<file path="config.mk">
export PLATFORM = sky130hd
export DESIGN_NAME = sfc_frame_check
export DESIGN_NICKNAME = d
export VERILOG_FILES = /design/src/rtl/sfc_frame_check.v
export VERILOG_INCLUDE_DIRS = /design/src /design/src/rtl
export SDC_FILE = /design/constraint.sdc
export NUM_CORES = 1
export LEC_CHECK = 0
export BUFFER_PORTS_ARGS = -buffer_cell sky130_fd_sc_hd__buf_2
export CORE_MARGIN = 2
export CORE_UTILIZATION = 60
export CTS_BUF_LIST = sky130_fd_sc_hd__clkbuf_2 sky130_fd_sc_hd__clkbuf_4 sky130_fd_sc_hd__clkbuf_8
export DETAILED_ROUTE_END_ITERATION = 6
export GPL_ROUTABILITY_DRIVEN = 0
export PLACE_DENSITY = 0.83
export SLEW_MARGIN = 25
export SYNTH_ARGS = -nofsm -noshare
export SYNTH_HDL_FRONTEND = slang
export SYNTH_SLANG_ARGS = --single-unit
export TNS_END_PERCENT = 20
</file>
<file path="constraint.sdc">
create_clock -name clk_i -period 4.3 [get_ports clk_i]
set_input_delay 0.43 -clock clk_i [delete_from_list [all_inputs] [get_ports clk_i]]
set_output_delay 0.43 -clock clk_i [all_outputs]
set_load 0.02 [all_outputs]
</file>
<file path="src/rtl/sfc_defines.vh">
// constants for the serial frame checker and parameter access block
// assumes a 10 MHz clock and a classic Wishbone register port
`ifndef SFC_DEFINES_VH
`define SFC_DEFINES_VH
// register byte offsets
`define SFC_OFF_CTRL 8'h00
`define SFC_OFF_STATUS 8'h04
`define SFC_OFF_CHECK 8'h08
`define SFC_OFF_PARAM 8'h0C
// reset values
`define SFC_STATION_RST 8'h01
`define SFC_BAUD_RST 8'h00
// status bit positions
`define SFC_ST_CHK 0
`define SFC_ST_RO 1
`define SFC_ST_OK 2
`define SFC_ST_RTU 3
// ctrl field positions
`define SFC_CTRL_PROTO 8
// framing characters
`define SFC_CH_COLON 8'h3A
`define SFC_CH_CR 8'h0D
`define SFC_CH_LF 8'h0A
// check arithmetic
`define SFC_CRC_INIT 16'hFFFF
`define SFC_CRC_POLY 16'hA001
// silence timing
`define SFC_SILENCE_MS 10
`define SFC_CLK_KHZ 10000
`define SFC_SILENCE_CYC (`SFC_SILENCE_MS * `SFC_CLK_KHZ)
// commands and parameter coordinates
`define SFC_CMD_WRITE 8'h06
`define SFC_GRP_EXT 8'h02
`define SFC_GRP_COMM 8'h03
`define SFC_GRP_DIAG 8'h04
`define SFC_IDX_UNLOCK 8'h08
`define SFC_IDX_BAUD 8'h01
`define SFC_IDX_PROTO 8'h02
`define SFC_IDX_FORCE 8'h06
`define SFC_IDX_ADJ 8'h0A
`define SFC_IDX_OFS_LO 8'h0B
`define SFC_IDX_OFS_HI 8'h15
`define SFC_UNLOCK_ADJ 16'h0014
`define SFC_UNLOCK_OFS 16'h0016
// last index per group
`define SFC_LAST_G0 8'h2E
`define SFC_LAST_G1 8'h4C
`define SFC_LAST_G2 8'h43
`define SFC_LAST_G3 8'h0B
`define SFC_LAST_G4 8'h17
`define SFC_LAST_G5 8'h4C
`define SFC_LAST_G6 8'h11
`endif

</file>
<file path="src/rtl/sfc_frame_check.v">
// serial frame check, frame end detection and parameter write filter
// assumes received and sent bytes are synchronous to clk_i; Wishbone slave
`timescale 1ns/1ns
`include "sfc_defines.vh"
module sfc_frame_check #(
	parameter SILENCE_CYC = `SFC_SILENCE_CYC
) (
	input wire clk_i, // clock
	input wire rst_i, // synchronous reset
	input wire wb_cyc_i, // bus cycle
	input wire wb_stb_i, // strobe
	input wire wb_we_i, // write enable
	input wire [7:0] wb_adr_i, // byte address
	input wire [3:0] wb_sel_i, // byte lanes
	input wire [31:0] wb_dat_i, // write data
	output wire [31:0] wb_dat_o, // read data
	output wire wb_ack_o, // acknowledge
	input wire rx_valid_i, // received byte strobe
	input wire [7:0] rx_data_i, // received byte or char
	input wire tx_valid_i, // outgoing message byte strobe
	input wire [7:0] tx_data_i, // outgoing message byte
	input wire tx_end_i, // message done, append check
	output wire tx_chk_valid_o, // check char valid
	output wire [7:0] tx_chk_char_o, // check char
	input wire tx_chk_ready_i, // check char taken
	output wire frame_ok_o, // good frame for us, answer
	output wire param_wr_o, // parameter write pulse
	output wire [7:0] param_grp_o, // parameter group
	output wire [7:0] param_idx_o, // parameter index
	output wire [15:0] param_data_o, // parameter value
	output wire rtu_mode_o, // active protocol, 1 is RTU
	output wire [7:0] baud_o, // active baud code
	output wire [4:0] do_force_o, // forced digital outputs
	input wire [15:0] unlock_nv_i, // stored unlock value at boot
	output wire [15:0] unlock_o // unlock value to store
);
	localparam S_IDLE = 5'b00001;
	localparam S_HI = 5'b00010;
	localparam S_LO = 5'b00100;
	localparam S_LF = 5'b01000;
	localparam S_RTU = 5'b10000;
	localparam [16:0] SIL = SILENCE_CYC;

	function [15:0] crc_byte;
		input [15:0] c;
		input [7:0] b;
		integer k;
		reg [15:0] r;
		begin
			r = {c[15:8], c[7:0] ^ b};
			for (k = 0; k < 8; k = k + 1) begin
				if (r[0])
					r = (r >> 1) ^ `SFC_CRC_POLY;
				else
					r = r >> 1;
			end
			crc_byte = r;
		end
	endfunction

	function [4:0] hex_val;
		input [7:0] ch;
		begin
			if (ch >= 8'h30 && ch <= 8'h39)
				hex_val = {1'b1, ch[3:0]};
			else if (ch >= 8'h41 && ch <= 8'h46)
				hex_val = {1'b1, ch[3:0] + 4'h9};
			else
				hex_val = 5'h00;
		end
	endfunction

	function [7:0] hex_char;
		input [3:0] n;
		begin
			if (n < 4'hA)
				hex_char = {4'h3, n};
			else
				hex_char = {4'h4, n - 4'h9};
		end
	endfunction

	function writable;
		input [7:0] g;
		input [7:0] i;
		input [15:0] ul;
		begin
			case (g)
			8'h00: writable = i <= `SFC_LAST_G0 && i > 8'h01 &&
				!(i >= 8'h08 && i <= 8'h0D) && i != `SFC_LAST_G0;
			8'h01: writable = i <= `SFC_LAST_G1;
			8'h02: writable = i <= `SFC_LAST_G2;
			8'h03: writable = i <= `SFC_LAST_G3;
			8'h04: writable = i <= `SFC_LAST_G4 && i > 8'h04 &&
				i != 8'h08 && i != 8'h09 &&
				!(i == `SFC_IDX_ADJ && ul != `SFC_UNLOCK_ADJ) &&
				!(i >= `SFC_IDX_OFS_LO && i <= `SFC_IDX_OFS_HI &&
				ul != `SFC_UNLOCK_OFS);
			8'h05: writable = i <= `SFC_LAST_G5 && i != 8'h0A &&
				i != 8'h10 && i != 8'h4C;
			8'h06: writable = i <= `SFC_LAST_G6;
			default: writable = 1'b0;
			endcase
		end
	endfunction

	reg [4:0] st_q;
	reg [3:0] nib_q;
	reg [7:0] fb_q [0:5];
	reg [3:0] cnt_q;
	reg [7:0] sum_q, sum_p1_q;
	reg [15:0] crc_q, crc_p1_q, crc_p2_q;
	reg [16:0] sil_q;
	reg ack_q;
	reg [31:0] dat_q;
	reg [7:0] station_q;
	reg st_chk_q, st_ro_q, st_ok_q;
	reg [15:0] check_q;
	reg mode_q, mode_pend_q;
	reg [7:0] baud_q, baud_pend_q;
	reg [4:0] force_q;
	reg [15:0] unlock_q, unlock_boot_q;
	reg boot_done_q;
	reg ok_q, wr_q, resp_pend_q;
	reg [7:0] grp_q, idx_q;
	reg [15:0] pdat_q;
	reg [7:0] tsum_q;
	reg [15:0] tcrc_q;
	reg [2:0] tstep_q;
	reg tbusy_q;
	reg [7:0] tchar_q;

	wire bus_req = wb_cyc_i & wb_stb_i & ~ack_q;
	wire bus_wr = bus_req & wb_we_i;
	wire [4:0] hx = hex_val(rx_data_i);
	wire [7:0] asc_byte = {nib_q, hx[3:0]};
	reg feed;
	reg [7:0] feed_b;
	reg ev;
	reg start;
	always @* begin
		feed = 1'b0;
		feed_b = rx_data_i;
		ev = 1'b0;
		start = 1'b0;
		if (st_q == S_LO && rx_valid_i && hx[4]) begin
			feed = 1'b1;
			feed_b = asc_byte;
		end
		if (st_q == S_LF && rx_valid_i && rx_data_i == `SFC_CH_LF)
			ev = 1'b1;
		if (st_q == S_RTU && !rx_valid_i && sil_q == SIL - 17'h1)
			ev = 1'b1;
		if (st_q == S_RTU && rx_valid_i)
			feed = 1'b1;
		if (st_q == S_IDLE && mode_q && rx_valid_i && sil_q >= SIL)
			start = 1'b1;
	end

	// receive sequencing and check accumulation
	always @(posedge clk_i) begin
		if (rst_i) begin
			st_q <= S_IDLE;
			nib_q <= 4'h0;
			cnt_q <= 4'h0;
			sum_q <= 8'h00;
			sum_p1_q <= 8'h00;
			crc_q <= `SFC_CRC_INIT;
			crc_p1_q <= `SFC_CRC_INIT;
			crc_p2_q <= `SFC_CRC_INIT;
			sil_q <= 17'h0;
		end else begin
			if (rx_valid_i)
				sil_q <= 17'h0;
			else if (sil_q < SIL)
				sil_q <= sil_q + 17'h1;
			if (start || (!mode_q && rx_valid_i &&
				rx_data_i == `SFC_CH_COLON)) begin
				cnt_q <= 4'h0;
				sum_q <= 8'h00;
				crc_q <= `SFC_CRC_INIT;
				st_q <= mode_q ? S_RTU : S_HI;
			end else begin
				case (st_q)
				S_IDLE: st_q <= S_IDLE;
				S_HI: if (rx_valid_i) begin
					if (rx_data_i == `SFC_CH_CR)
						st_q <= S_LF;
					else if (hx[4]) begin
						nib_q <= hx[3:0];
						st_q <= S_LO;
					end else
						st_q <= S_IDLE;
				end
				S_LO: if (rx_valid_i)
					st_q <= hx[4] ? S_HI : S_IDLE;
				S_LF: if (rx_valid_i)
					st_q <= S_IDLE;
				S_RTU: if (ev)
					st_q <= S_IDLE;
				default: st_q <= S_IDLE;
				endcase
			end
			if (feed || start) begin
				if (start)
					fb_q[0] <= feed_b;
				else if (cnt_q < 4'h6)
					fb_q[cnt_q[2:0]] <= feed_b;
				if (start)
					cnt_q <= 4'h1;
				else if (cnt_q != 4'hF)
					cnt_q <= cnt_q + 4'h1;
				sum_p1_q <= start ? 8'h00 : sum_q;
				sum_q <= (start ? 8'h00 : sum_q) + feed_b;
				crc_p2_q <= start ? `SFC_CRC_INIT : crc_p1_q;
				crc_p1_q <= start ? `SFC_CRC_INIT : crc_q;
				crc_q <= crc_byte(start ? `SFC_CRC_INIT : crc_q, feed_b);
			end
		end
	end

	wire addr_ok = fb_q[0] == station_q && station_q != 8'h00 &&
		station_q != 8'hFF;
	wire chk_ok = mode_q ? (crc_q == 16'h0000 && cnt_q >= 4'h4) :
		(sum_q == 8'h00 && cnt_q >= 4'h3);
	wire is_wr = fb_q[1] == `SFC_CMD_WRITE &&
		cnt_q == (mode_q ? 4'h8 : 4'h7);
	wire wr_ok = writable(fb_q[2], fb_q[3], unlock_boot_q);
	wire [15:0] wdat = {fb_q[4], fb_q[5]};
	wire [7:0] wgrp = fb_q[2];
	wire [7:0] widx = fb_q[3];
	wire ev_good = ev && addr_ok && chk_ok;
	wire do_wr = ev_good && is_wr && wr_ok;
	wire set_chk = ev && addr_ok && !chk_ok;
	wire set_ro = ev_good && is_wr && !wr_ok;
	wire tx_last = tbusy_q && tx_chk_ready_i &&
		tstep_q == (mode_q ? 3'h1 : 3'h3);
	wire quiet = st_q == S_IDLE && !tbusy_q && !resp_pend_q && !ev;
	wire hit_wr = do_wr && wgrp == `SFC_GRP_COMM;
	wire [7:0] lrc_rx = 8'h00 - sum_p1_q;
	wire [7:0] tneg = 8'h00 - tsum_q;

	// parameter side effects and mode switching
	always @(posedge clk_i) begin
		if (rst_i) begin
			ok_q <= 1'b0;
			wr_q <= 1'b0;
			grp_q <= 8'h00;
			idx_q <= 8'h00;
			pdat_q <= 16'h0000;
			check_q <= 16'h0000;
			resp_pend_q <= 1'b0;
			mode_q <= 1'b0;
			mode_pend_q <= 1'b0;
			baud_q <= `SFC_BAUD_RST;
			baud_pend_q <= `SFC_BAUD_RST;
			force_q <= 5'h00;
			unlock_q <= 16'h0000;
			unlock_boot_q <= 16'h0000;
			boot_done_q <= 1'b0;
		end else begin
			if (!boot_done_q) begin
				unlock_boot_q <= unlock_nv_i;
				boot_done_q <= 1'b1;
			end
			ok_q <= ev_good;
			wr_q <= do_wr;
			if (do_wr) begin
				grp_q <= wgrp;
				idx_q <= widx;
				pdat_q <= wdat;
			end
			if (ev_good)
				check_q <= mode_q ? crc_p2_q : {8'h00, lrc_rx};
			if (ev_good)
				resp_pend_q <= 1'b1;
			else if (tx_last)
				resp_pend_q <= 1'b0;
			if (hit_wr && widx == `SFC_IDX_BAUD)
				baud_pend_q <= wdat[7:0];
			if (hit_wr && widx == `SFC_IDX_PROTO)
				mode_pend_q <= wdat[0];
			else if (bus_wr && wb_adr_i == `SFC_OFF_CTRL && wb_sel_i[1])
				mode_pend_q <= wb_dat_i[`SFC_CTRL_PROTO];
			if (quiet) begin
				baud_q <= baud_pend_q;
				mode_q <= mode_pend_q;
			end
			if (do_wr && wgrp == `SFC_GRP_DIAG && widx == `SFC_IDX_FORCE &&
				wdat[15:5] == 11'h000 &&
				(wdat[4:0] & (wdat[4:0] - 5'h01)) == 5'h00)
				force_q <= wdat[4:0];
			if (do_wr && wgrp == `SFC_GRP_EXT && widx == `SFC_IDX_UNLOCK)
				unlock_q <= wdat;
		end
	end

	// check emission for outgoing messages
	always @(posedge clk_i) begin
		if (rst_i) begin
			tsum_q <= 8'h00;
			tcrc_q <= `SFC_CRC_INIT;
			tstep_q <= 3'h0;
			tbusy_q <= 1'b0;
			tchar_q <= 8'h00;
		end else if (!tbusy_q) begin
			if (tx_valid_i) begin
				tsum_q <= tsum_q + tx_data_i;
				tcrc_q <= crc_byte(tcrc_q, tx_data_i);
			end
			if (tx_end_i) begin
				tbusy_q <= 1'b1;
				tstep_q <= 3'h0;
				tsum_q <= tneg;
				tchar_q <= mode_q ? tcrc_q[7:0] :
					hex_char(tneg[7:4]);
			end
		end else if (tx_chk_ready_i) begin
			tstep_q <= tstep_q + 3'h1;
			if (tx_last) begin
				tbusy_q <= 1'b0;
				tsum_q <= 8'h00;
				tcrc_q <= `SFC_CRC_INIT;
			end
			case (tstep_q)
			3'h0: tchar_q <= mode_q ? tcrc_q[15:8] :
				hex_char(tsum_q[3:0]);
			3'h1: tchar_q <= `SFC_CH_CR;
			3'h2: tchar_q <= `SFC_CH_LF;
			default: tchar_q <= 8'h00;
			endcase
		end
	end

	// register port
	always @(posedge clk_i) begin
		if (rst_i) begin
			ack_q <= 1'b0;
			dat_q <= 32'h0000_0000;
			station_q <= `SFC_STATION_RST;
			st_chk_q <= 1'b0;
			st_ro_q <= 1'b0;
			st_ok_q <= 1'b0;
		end else begin
			ack_q <= bus_req;
			if (bus_wr && wb_adr_i == `SFC_OFF_CTRL && wb_sel_i[0])
				station_q <= wb_dat_i[7:0];
			if (set_chk)
				st_chk_q <= 1'b1;
			else if (bus_wr && wb_adr_i == `SFC_OFF_STATUS && wb_sel_i[0] &&
				wb_dat_i[`SFC_ST_CHK])
				st_chk_q <= 1'b0;
			if (set_ro)
				st_ro_q <= 1'b1;
			else if (bus_wr && wb_adr_i == `SFC_OFF_STATUS && wb_sel_i[0] &&
				wb_dat_i[`SFC_ST_RO])
				st_ro_q <= 1'b0;
			if (ev_good)
				st_ok_q <= 1'b1;
			else if (bus_wr && wb_adr_i == `SFC_OFF_STATUS && wb_sel_i[0] &&
				wb_dat_i[`SFC_ST_OK])
				st_ok_q <= 1'b0;
			if (bus_req && !wb_we_i) begin
				case (wb_adr_i)
				`SFC_OFF_CTRL: dat_q <= {23'h0, mode_pend_q, station_q};
				`SFC_OFF_STATUS: dat_q <= {28'h0, mode_q, st_ok_q,
					st_ro_q, st_chk_q};
				`SFC_OFF_CHECK: dat_q <= {16'h0, check_q};
				`SFC_OFF_PARAM: dat_q <= {baud_pend_q, baud_q,
					unlock_boot_q[7:0], 3'h0, force_q};
				default: dat_q <= 32'h0000_0000;
				endcase
			end else
				dat_q <= 32'h0000_0000;
		end
	end

	assign wb_ack_o = ack_q;
	assign wb_dat_o = dat_q;
	assign tx_chk_valid_o = tbusy_q;
	assign tx_chk_char_o = tchar_q;
	assign frame_ok_o = ok_q;
	assign param_wr_o = wr_q;
	assign param_grp_o = grp_q;
	assign param_idx_o = idx_q;
	assign param_data_o = pdat_q;
	assign rtu_mode_o = mode_q;
	assign baud_o = baud_q;
	assign do_force_o = force_q;
	assign unlock_o = unlock_q;
endmodule // sfc_frame_check

</file>
==> results.yml, run 1 <==
outcome:
  outcome: "completed"
detailed_routing:
  dr_total_vias: 12300
  drc_errors: 0
  firstDrtPassIters: 6
  first_iter_violations: 1155
  wl_per_cell_um: 17.3
  drt.antenna.violating_nets: 0
  viasPerCell: 5.86
  wl_um: 36500
worst_setup_path:
  path_class: "reg -> reg"
  crit_required_ns: 4.80
  critPathSlowestCell: "dfxtp_1"
  crit_arrival_ns: 4.24
  slowest_delay_ns: 0.47
  crit_path_max_fanout: 8
  r2r-end: "sum_q[7]"
  r2r_slack_ns: 0.56
  rr_startpoint: "st_q[2]"
  crit_top_cell: "a21oi_1"
  crit_chain: "or3b_1 > nor4_4 > and2_0 > xnor2_1 > inv_1 > ha_1 > a21o_1 > a21oi_1 > o21bai_1 > a21oi_1 > o21bai_1 > a21oi_1 > xnor2_1 > or2_2 > a31oi_1"
  start_kind: "register"
  cp-end-kind: "register"
  worstRegToRegCells: 15
timing:
  worst_clock_skew_ns: 0.0354
  fin_crit_sh_pct: 87.0
  setup_viol: 0
  setup_ws_ns: 0.557
  fin_crit_ns: 3.74
  drv_slew: 0
  worst_slew_pin_slew_ns: 0.915
  whs_ns: 0.0846
  fmax_mhz: 267
  maxSlewHeadroom_pct: 38.9
  grt_setup_unrepaired: "false"
  setup_tns_ns: 0
  finalHoldViolations: 0
power:
  swShare_pct: 24.0
  p_int_mw: 5.09
  p_per_area_nw_per_um2: 396
  p_seq_share_pct: 48.1
  p_comb_share_pct: 9.2
  clkPwrFrac_pct: 42.7
  ir_worst_vdd_mv: 0.308
  switching_power_mw: 1.61
  cellLeakagePower_nw: 6.94
yosys:
  synth_edf_count: 48
  syn_avg_cell_area_sq_um: 9.27
  seq_area_frac_synth_pct: 48.1
  ys_types: 79
  synth_top_area_cell: "dfxtp_1"
  synthesis.area_sq_um: 14700
  synth_commonest_cells: "dfxtp_1 (281), nor2_1 (220), nand2_1 (131)"
  synth_most_common_cell: "dfxtp_1"
  syn_nets: 1701
  synthCells: 1585
  ys_seq_elements: 329
  ys_top_cells_by_area: "dfxtp_1 (38%), edfxtp_1 (9.8%), mux2i_1 (7.3%), nor2_1 (5.6%), nand2_1 (3.3%)"
  yosys_warnings: 0
  netlist.area_leader.share_pct: 38.3
  async_flop_share_pct: 0
  ys.flop_type: "dfxtp_1"
global_routing:
  grt_pass1_wl_um: 59100
  grt_overflow: 0
  antenna_found_initial: 0
  grt_pass1_vias: 11800
  grt_max_degree: 72
  grt_util_all_layers_pct: 27.7
layout:
  antenna_cells: 0
  final_nets: 1853
  fin_area_sq_um: 16900
  syn_to_final_growth_pct: 15.3
  num-fill-cells: 1812
  final_cells: 2103
  drive_gt1_share_pct: 17.5
floorplanning:
  dieHeight_um: 160
  start_util_pct: 60.8
  rows: 57
  die_w_um: 160
  core_area_sq_um: 24200
  die_area_sq_um: 25800
  pin_count: 191
clocking:
  cts_setup_buffers: 0
  clock_latency_ns: 0.59
  h-tree-depth: 2
  cts_tree: "done"
  cts-root-buf: "clkbuf_8"
  cts_buffer_depth: 3
  cts_buffers: 51
  cts_resized: 0
  path_clk_slew_ns: 0.07
  cts.sinks: 329
  hold_buffers: 0
hold_path:
  min_path_cells: 3
  min_from: "wb_dat_i[0]"
  whs_endpoint: "station_q[0]"
  worstHoldPathType: "in -> reg"
place:
  place_ws_ns: 0.441
  port_buffers: 165
  dp.cells: 2008
  placedInstanceArea_sq_um: 15800
  place_hpwl_um: 25000
flow_run:
  drv_cap: 0
routing by layer:
layer  routed length (um)  track usage (%)
met3                 3040             4.78
met4                  771             8.48
met2                17000             45.6
met1                15700             37.7
met5                    0                0
sequential cells by signal, summed over array words and instances, names as in the netlist, 5 cells and up:
register and cells:
fb_q 48, param_data_o 16, tx_chk_char_o 8, baud_o 8, crc_p1_q 16, sum_q 8, param_grp_o 8, crc_p2_q 16
tcrc_q 16, station_q 8, sil_q 17, check_q 16, do_force_o 5, unlock_o 16, wb_dat_o 32, baud_pend_q 8
unlock_boot_q 16, sum_p1_q 8, st_q 5, param_idx_o 8, tsum_q 8, crc_q 16
through the flow:
stage          utilization (%)  power, mW
2_1_floorplan                -       3.73
3_3_place_gp              65.2       3.88
3_5_place_dp              65.2       3.90
4_1_cts                   70.1       6.74
5_1_grt                   70.1       6.95
6_report                  70.1       6.70
layout make-up:
| cell class | instances | area, sq um | area share, % |
|---|---|---|---|
| Clock buffer | 89 | 1100 | 6.49 |
| Clock inverter | 6 | 72.6 | 0.428 |
| Inverter | 39 | 146 | 0.864 |
| Multi-Input combinational cell | 1126 | 7120 | 42.0 |
| Sequential cell | 329 | 7070 | 41.7 |
| Tap cell | 324 | 405 | 2.39 |
| Timing Repair Buffer | 190 | 1030 | 6.07 |
power groups by stage:
stage	Clock, mW	Sequential, mW	Combinational [mW]
5_1_grt	3.04	3.23	0.682
3_3_place_gp	0	3.29	0.592
3_5_place_dp	0	3.29	0.608
2_1_floorplan	0	3.28	0.451
6_report	2.86	3.22	0.619
4_1_cts	2.91	3.22	0.612
kinds of logic after synthesis:
group | share of synthesized area, %
AOI/OAI and AO/OA | 11.1
xor gates and xnor gates | 5.71
adders and majority gates | 2.74
buffers and inverters | 3.54
DFF | 48.1
muxes | 8.21
and+or+nand+nor | 20.6
how the worst max path moves through the flow:
stage	startpoint	end	slack, ns
global placement	rx_data_i[0]	sum_q[7]	0.52
CTS	st_q[2]	sum_q[7]	0.61
detailed placement	rx_data_i[0]	sum_q[7]	0.44
finish	st_q[2]	sum_q[7]	0.56
floorplan	rx_data_i[1]	sum_q[7]	0.62
global route	st_q[2]	sum_q[7]	0.29
layout by cell type, fill, tap and decap left out, types with 25 or more instances in the layout:
cell      Yosys  layout
dfxtp_1     281     280
nor2_1      220     220
buf_2         3     164
nand2_1     131     131
mux2i_1     107     107
a21oi_1      85      84
clkbuf_8      0      69
nand3_1      65      65
o21ai_0      58      58
nor3_1       53      53
edfxtp_1     48      48
xnor2_1      45      45
xor2_1       43      43
inv_1        38      38
and2_1       33      33
ha_1         29      29
buf_4         3      25
worst max-delay path: cells and delay by family (launching register included):
family,cells,cell delay (ns)
simple gates,4,1.32
xor+xnor,2,0.32
fa+ha+maj,1,0.25
buf+inv,1,0.10
flops,1,0.47
compound gates,7,1.20
(Power assumes the default switching activity.)
==> inputs of run 2 (changes only) <==
- CORE_UTILIZATION: 60 -> 50
- HOLD_SLACK_MARGIN: default -> 0.05
- PLACE_DENSITY: 0.83 -> 0.72
==> run 2 against run 1 <==
Worst hold slack improved by 0.0020 ns. Via count down 2.7%. Wire length decreased by 0.19%. Critical path depth stayed put.
==> results.yml, run 2 (same netlist as run 1, synthesis figures left out) <==
detailed_routing:
  drt.antenna.violating_nets: 0
  wl_per_cell_um: 16.8
  drc_errors: 0
  first_iter_violations: 993
  dr_total_vias: 12000
  wl_um: 36400
  viasPerCell: 5.52
  firstDrtPassIters: 6
layout:
  final_cells: 2173
  num-fill-cells: 2564
  final_nets: 1859
  layout_commonest_cell: "dfxtp_1"
  drive_gt1_share_pct: 17.6
  final_cell_mix: "dfxtp_1 (280), nor2_1 (219), buf_2 (164), nand2_1 (131), mux2i_1 (107)"
  syn_to_final_growth_pct: 15.9
  antenna_cells: 0
  largest_reg_flops: 48
  multi_input_area_sq_um: 7120
  top_register: "fb_q"
  regArea_sq_um: 7070
worst_setup_path:
  start_kind: "register"
  crit_arrival_ns: 4.22
  crit_required_ns: 4.82
  cp-end-kind: "register"
  path_class: "reg -> reg"
  crit_path_max_fanout: 8
place:
  dp.cells: 2070
  port_buffers: 165
  place_hpwl_um: 25400
timing:
  fin_crit_ns: 3.70
  setup_tns_ns: 0
  setup_viol: 0
  drv_slew: 0
  fmax_mhz: 270
  grt_setup_unrepaired: "false"
  finalHoldViolations: 0
  maxSlewHeadroom_pct: 40.6
  worst_slew_pin_slew_ns: 0.890
  worst_clock_skew_ns: 0.0349
  fin_crit_sh_pct: 86.0
clocking:
  cts_tree: "done"
  path_clk_slew_ns: 0.06
  h-tree-depth: 2
  clock_latency_ns: 0.60
  cts_buffer_depth: 3
  cts_resized: 0
  cts-root-buf: "clkbuf_8"
  cts_buffers: 54
  cts.sinks: 329
power:
  ir_worst_vdd_mv: 0.288
  p_per_area_nw_per_um2: 392
  cellLeakagePower_nw: 6.95
floorplanning:
  core_area_sq_um: 28900
  die_area_sq_um: 30800
  dieHeight_um: 175
  pin_count: 191
  die_w_um: 175
  rows: 62
  start_util_pct: 50.9
global_routing:
  grt_overflow: 0
  grt_max_degree: 68
  grt_pass1_wl_um: 59000
  antenna_found_initial: 0
  grt_util_all_layers_pct: 23.4
  grt_pass1_vias: 11400
outcome:
  outcome: "completed"
hold_path:
  worstHoldPathType: "in -> reg"
flow_run:
  drv_cap: 0
## run 2: cell types whose count changed in the layout (fill, tap and decap cells not counted), sizes merged
cell | previous run | this run
buf | 190 | 192
clkinvlp | 1 | 2
clkbuf | 89 | 81
dlygate4sd3 | 0 | 1
clkinv | 4 | 18
## run 2: cell type report
type / instances / area share [%]
Clock buffer: 81 / 6.00
Timing Repair Buffer: 193 / 6.11
Inverter: 39 / 0.860
Clock inverter: 21 / 0.860
Multi-Input combinational cell: 1126 / 41.8
Tap cell: 384 / 2.82
Sequential cell: 329 / 41.5
## run 2: timing repair
item | CTS | global route
hold buffers | 1 | 0
hold endpoints to repair | 1 | 0
setup buffers | 0 | 0
## run 2: report_power, final
group | switching [mW] | internal, mW | total, mW
clock | 1.24 | 1.59 | 2.84
sequential | 0.0562 | 3.17 | 3.22
combinational | 0.357 | 0.260 | 0.617
total | 1.66 | 5.02 | 6.68
## run 2: final timing paths
kind         depth (start not counted)      startpoint  slack, ns               end
max                                 15         st_q[2]       0.60          sum_q[7]
min                                  3  unlock_nv_i[7]       0.09  unlock_boot_q[7]
max reg2reg                         15         st_q[2]       0.60          sum_q[7]
min reg2reg                          1  param_grp_o[5]       0.46    param_grp_o[5]
## run 2: per-stage QoR
stage                     area, sq um  utilization (%)  power, mW  hold WS [ns]  worst slack (ns)
final                           17000             59.0       6.68        0.0866             0.600
after global routing            17000             59.0       6.96        0.0650             0.375
after detailed placement        15800             54.9       3.90         0.444             0.427
after global placement          15800             54.9       3.89         0.437             0.502
after floorplan                 14700                -       3.73         0.437             0.619
after CTS                       17000             59.0       6.74        0.0501             0.649
## run 2: worst max-delay path, stage by stage, from the launching register on
cell and delay, ns:
dfxtp_1 0.46, or3b_1 0.42, nor4_4 0.27, and2_0 0.32
xnor2_1 0.25, inv_1 0.11, ha_1 0.25, a21o_1 0.19
a21oi_1 0.21, o21bai_1 0.10, a21oi_1 0.24, o21bai_1 0.09
a21oi_1 0.17, xnor2_1 0.10, or2_2 0.31, a31oi_1 0.15
## run 2: per-layer routing
metal,global-route usage (%),wire (um)
met3,4.13,2890
met4,8.02,892
met1,33.2,16800
met2,36.3,15900
met5,0,0
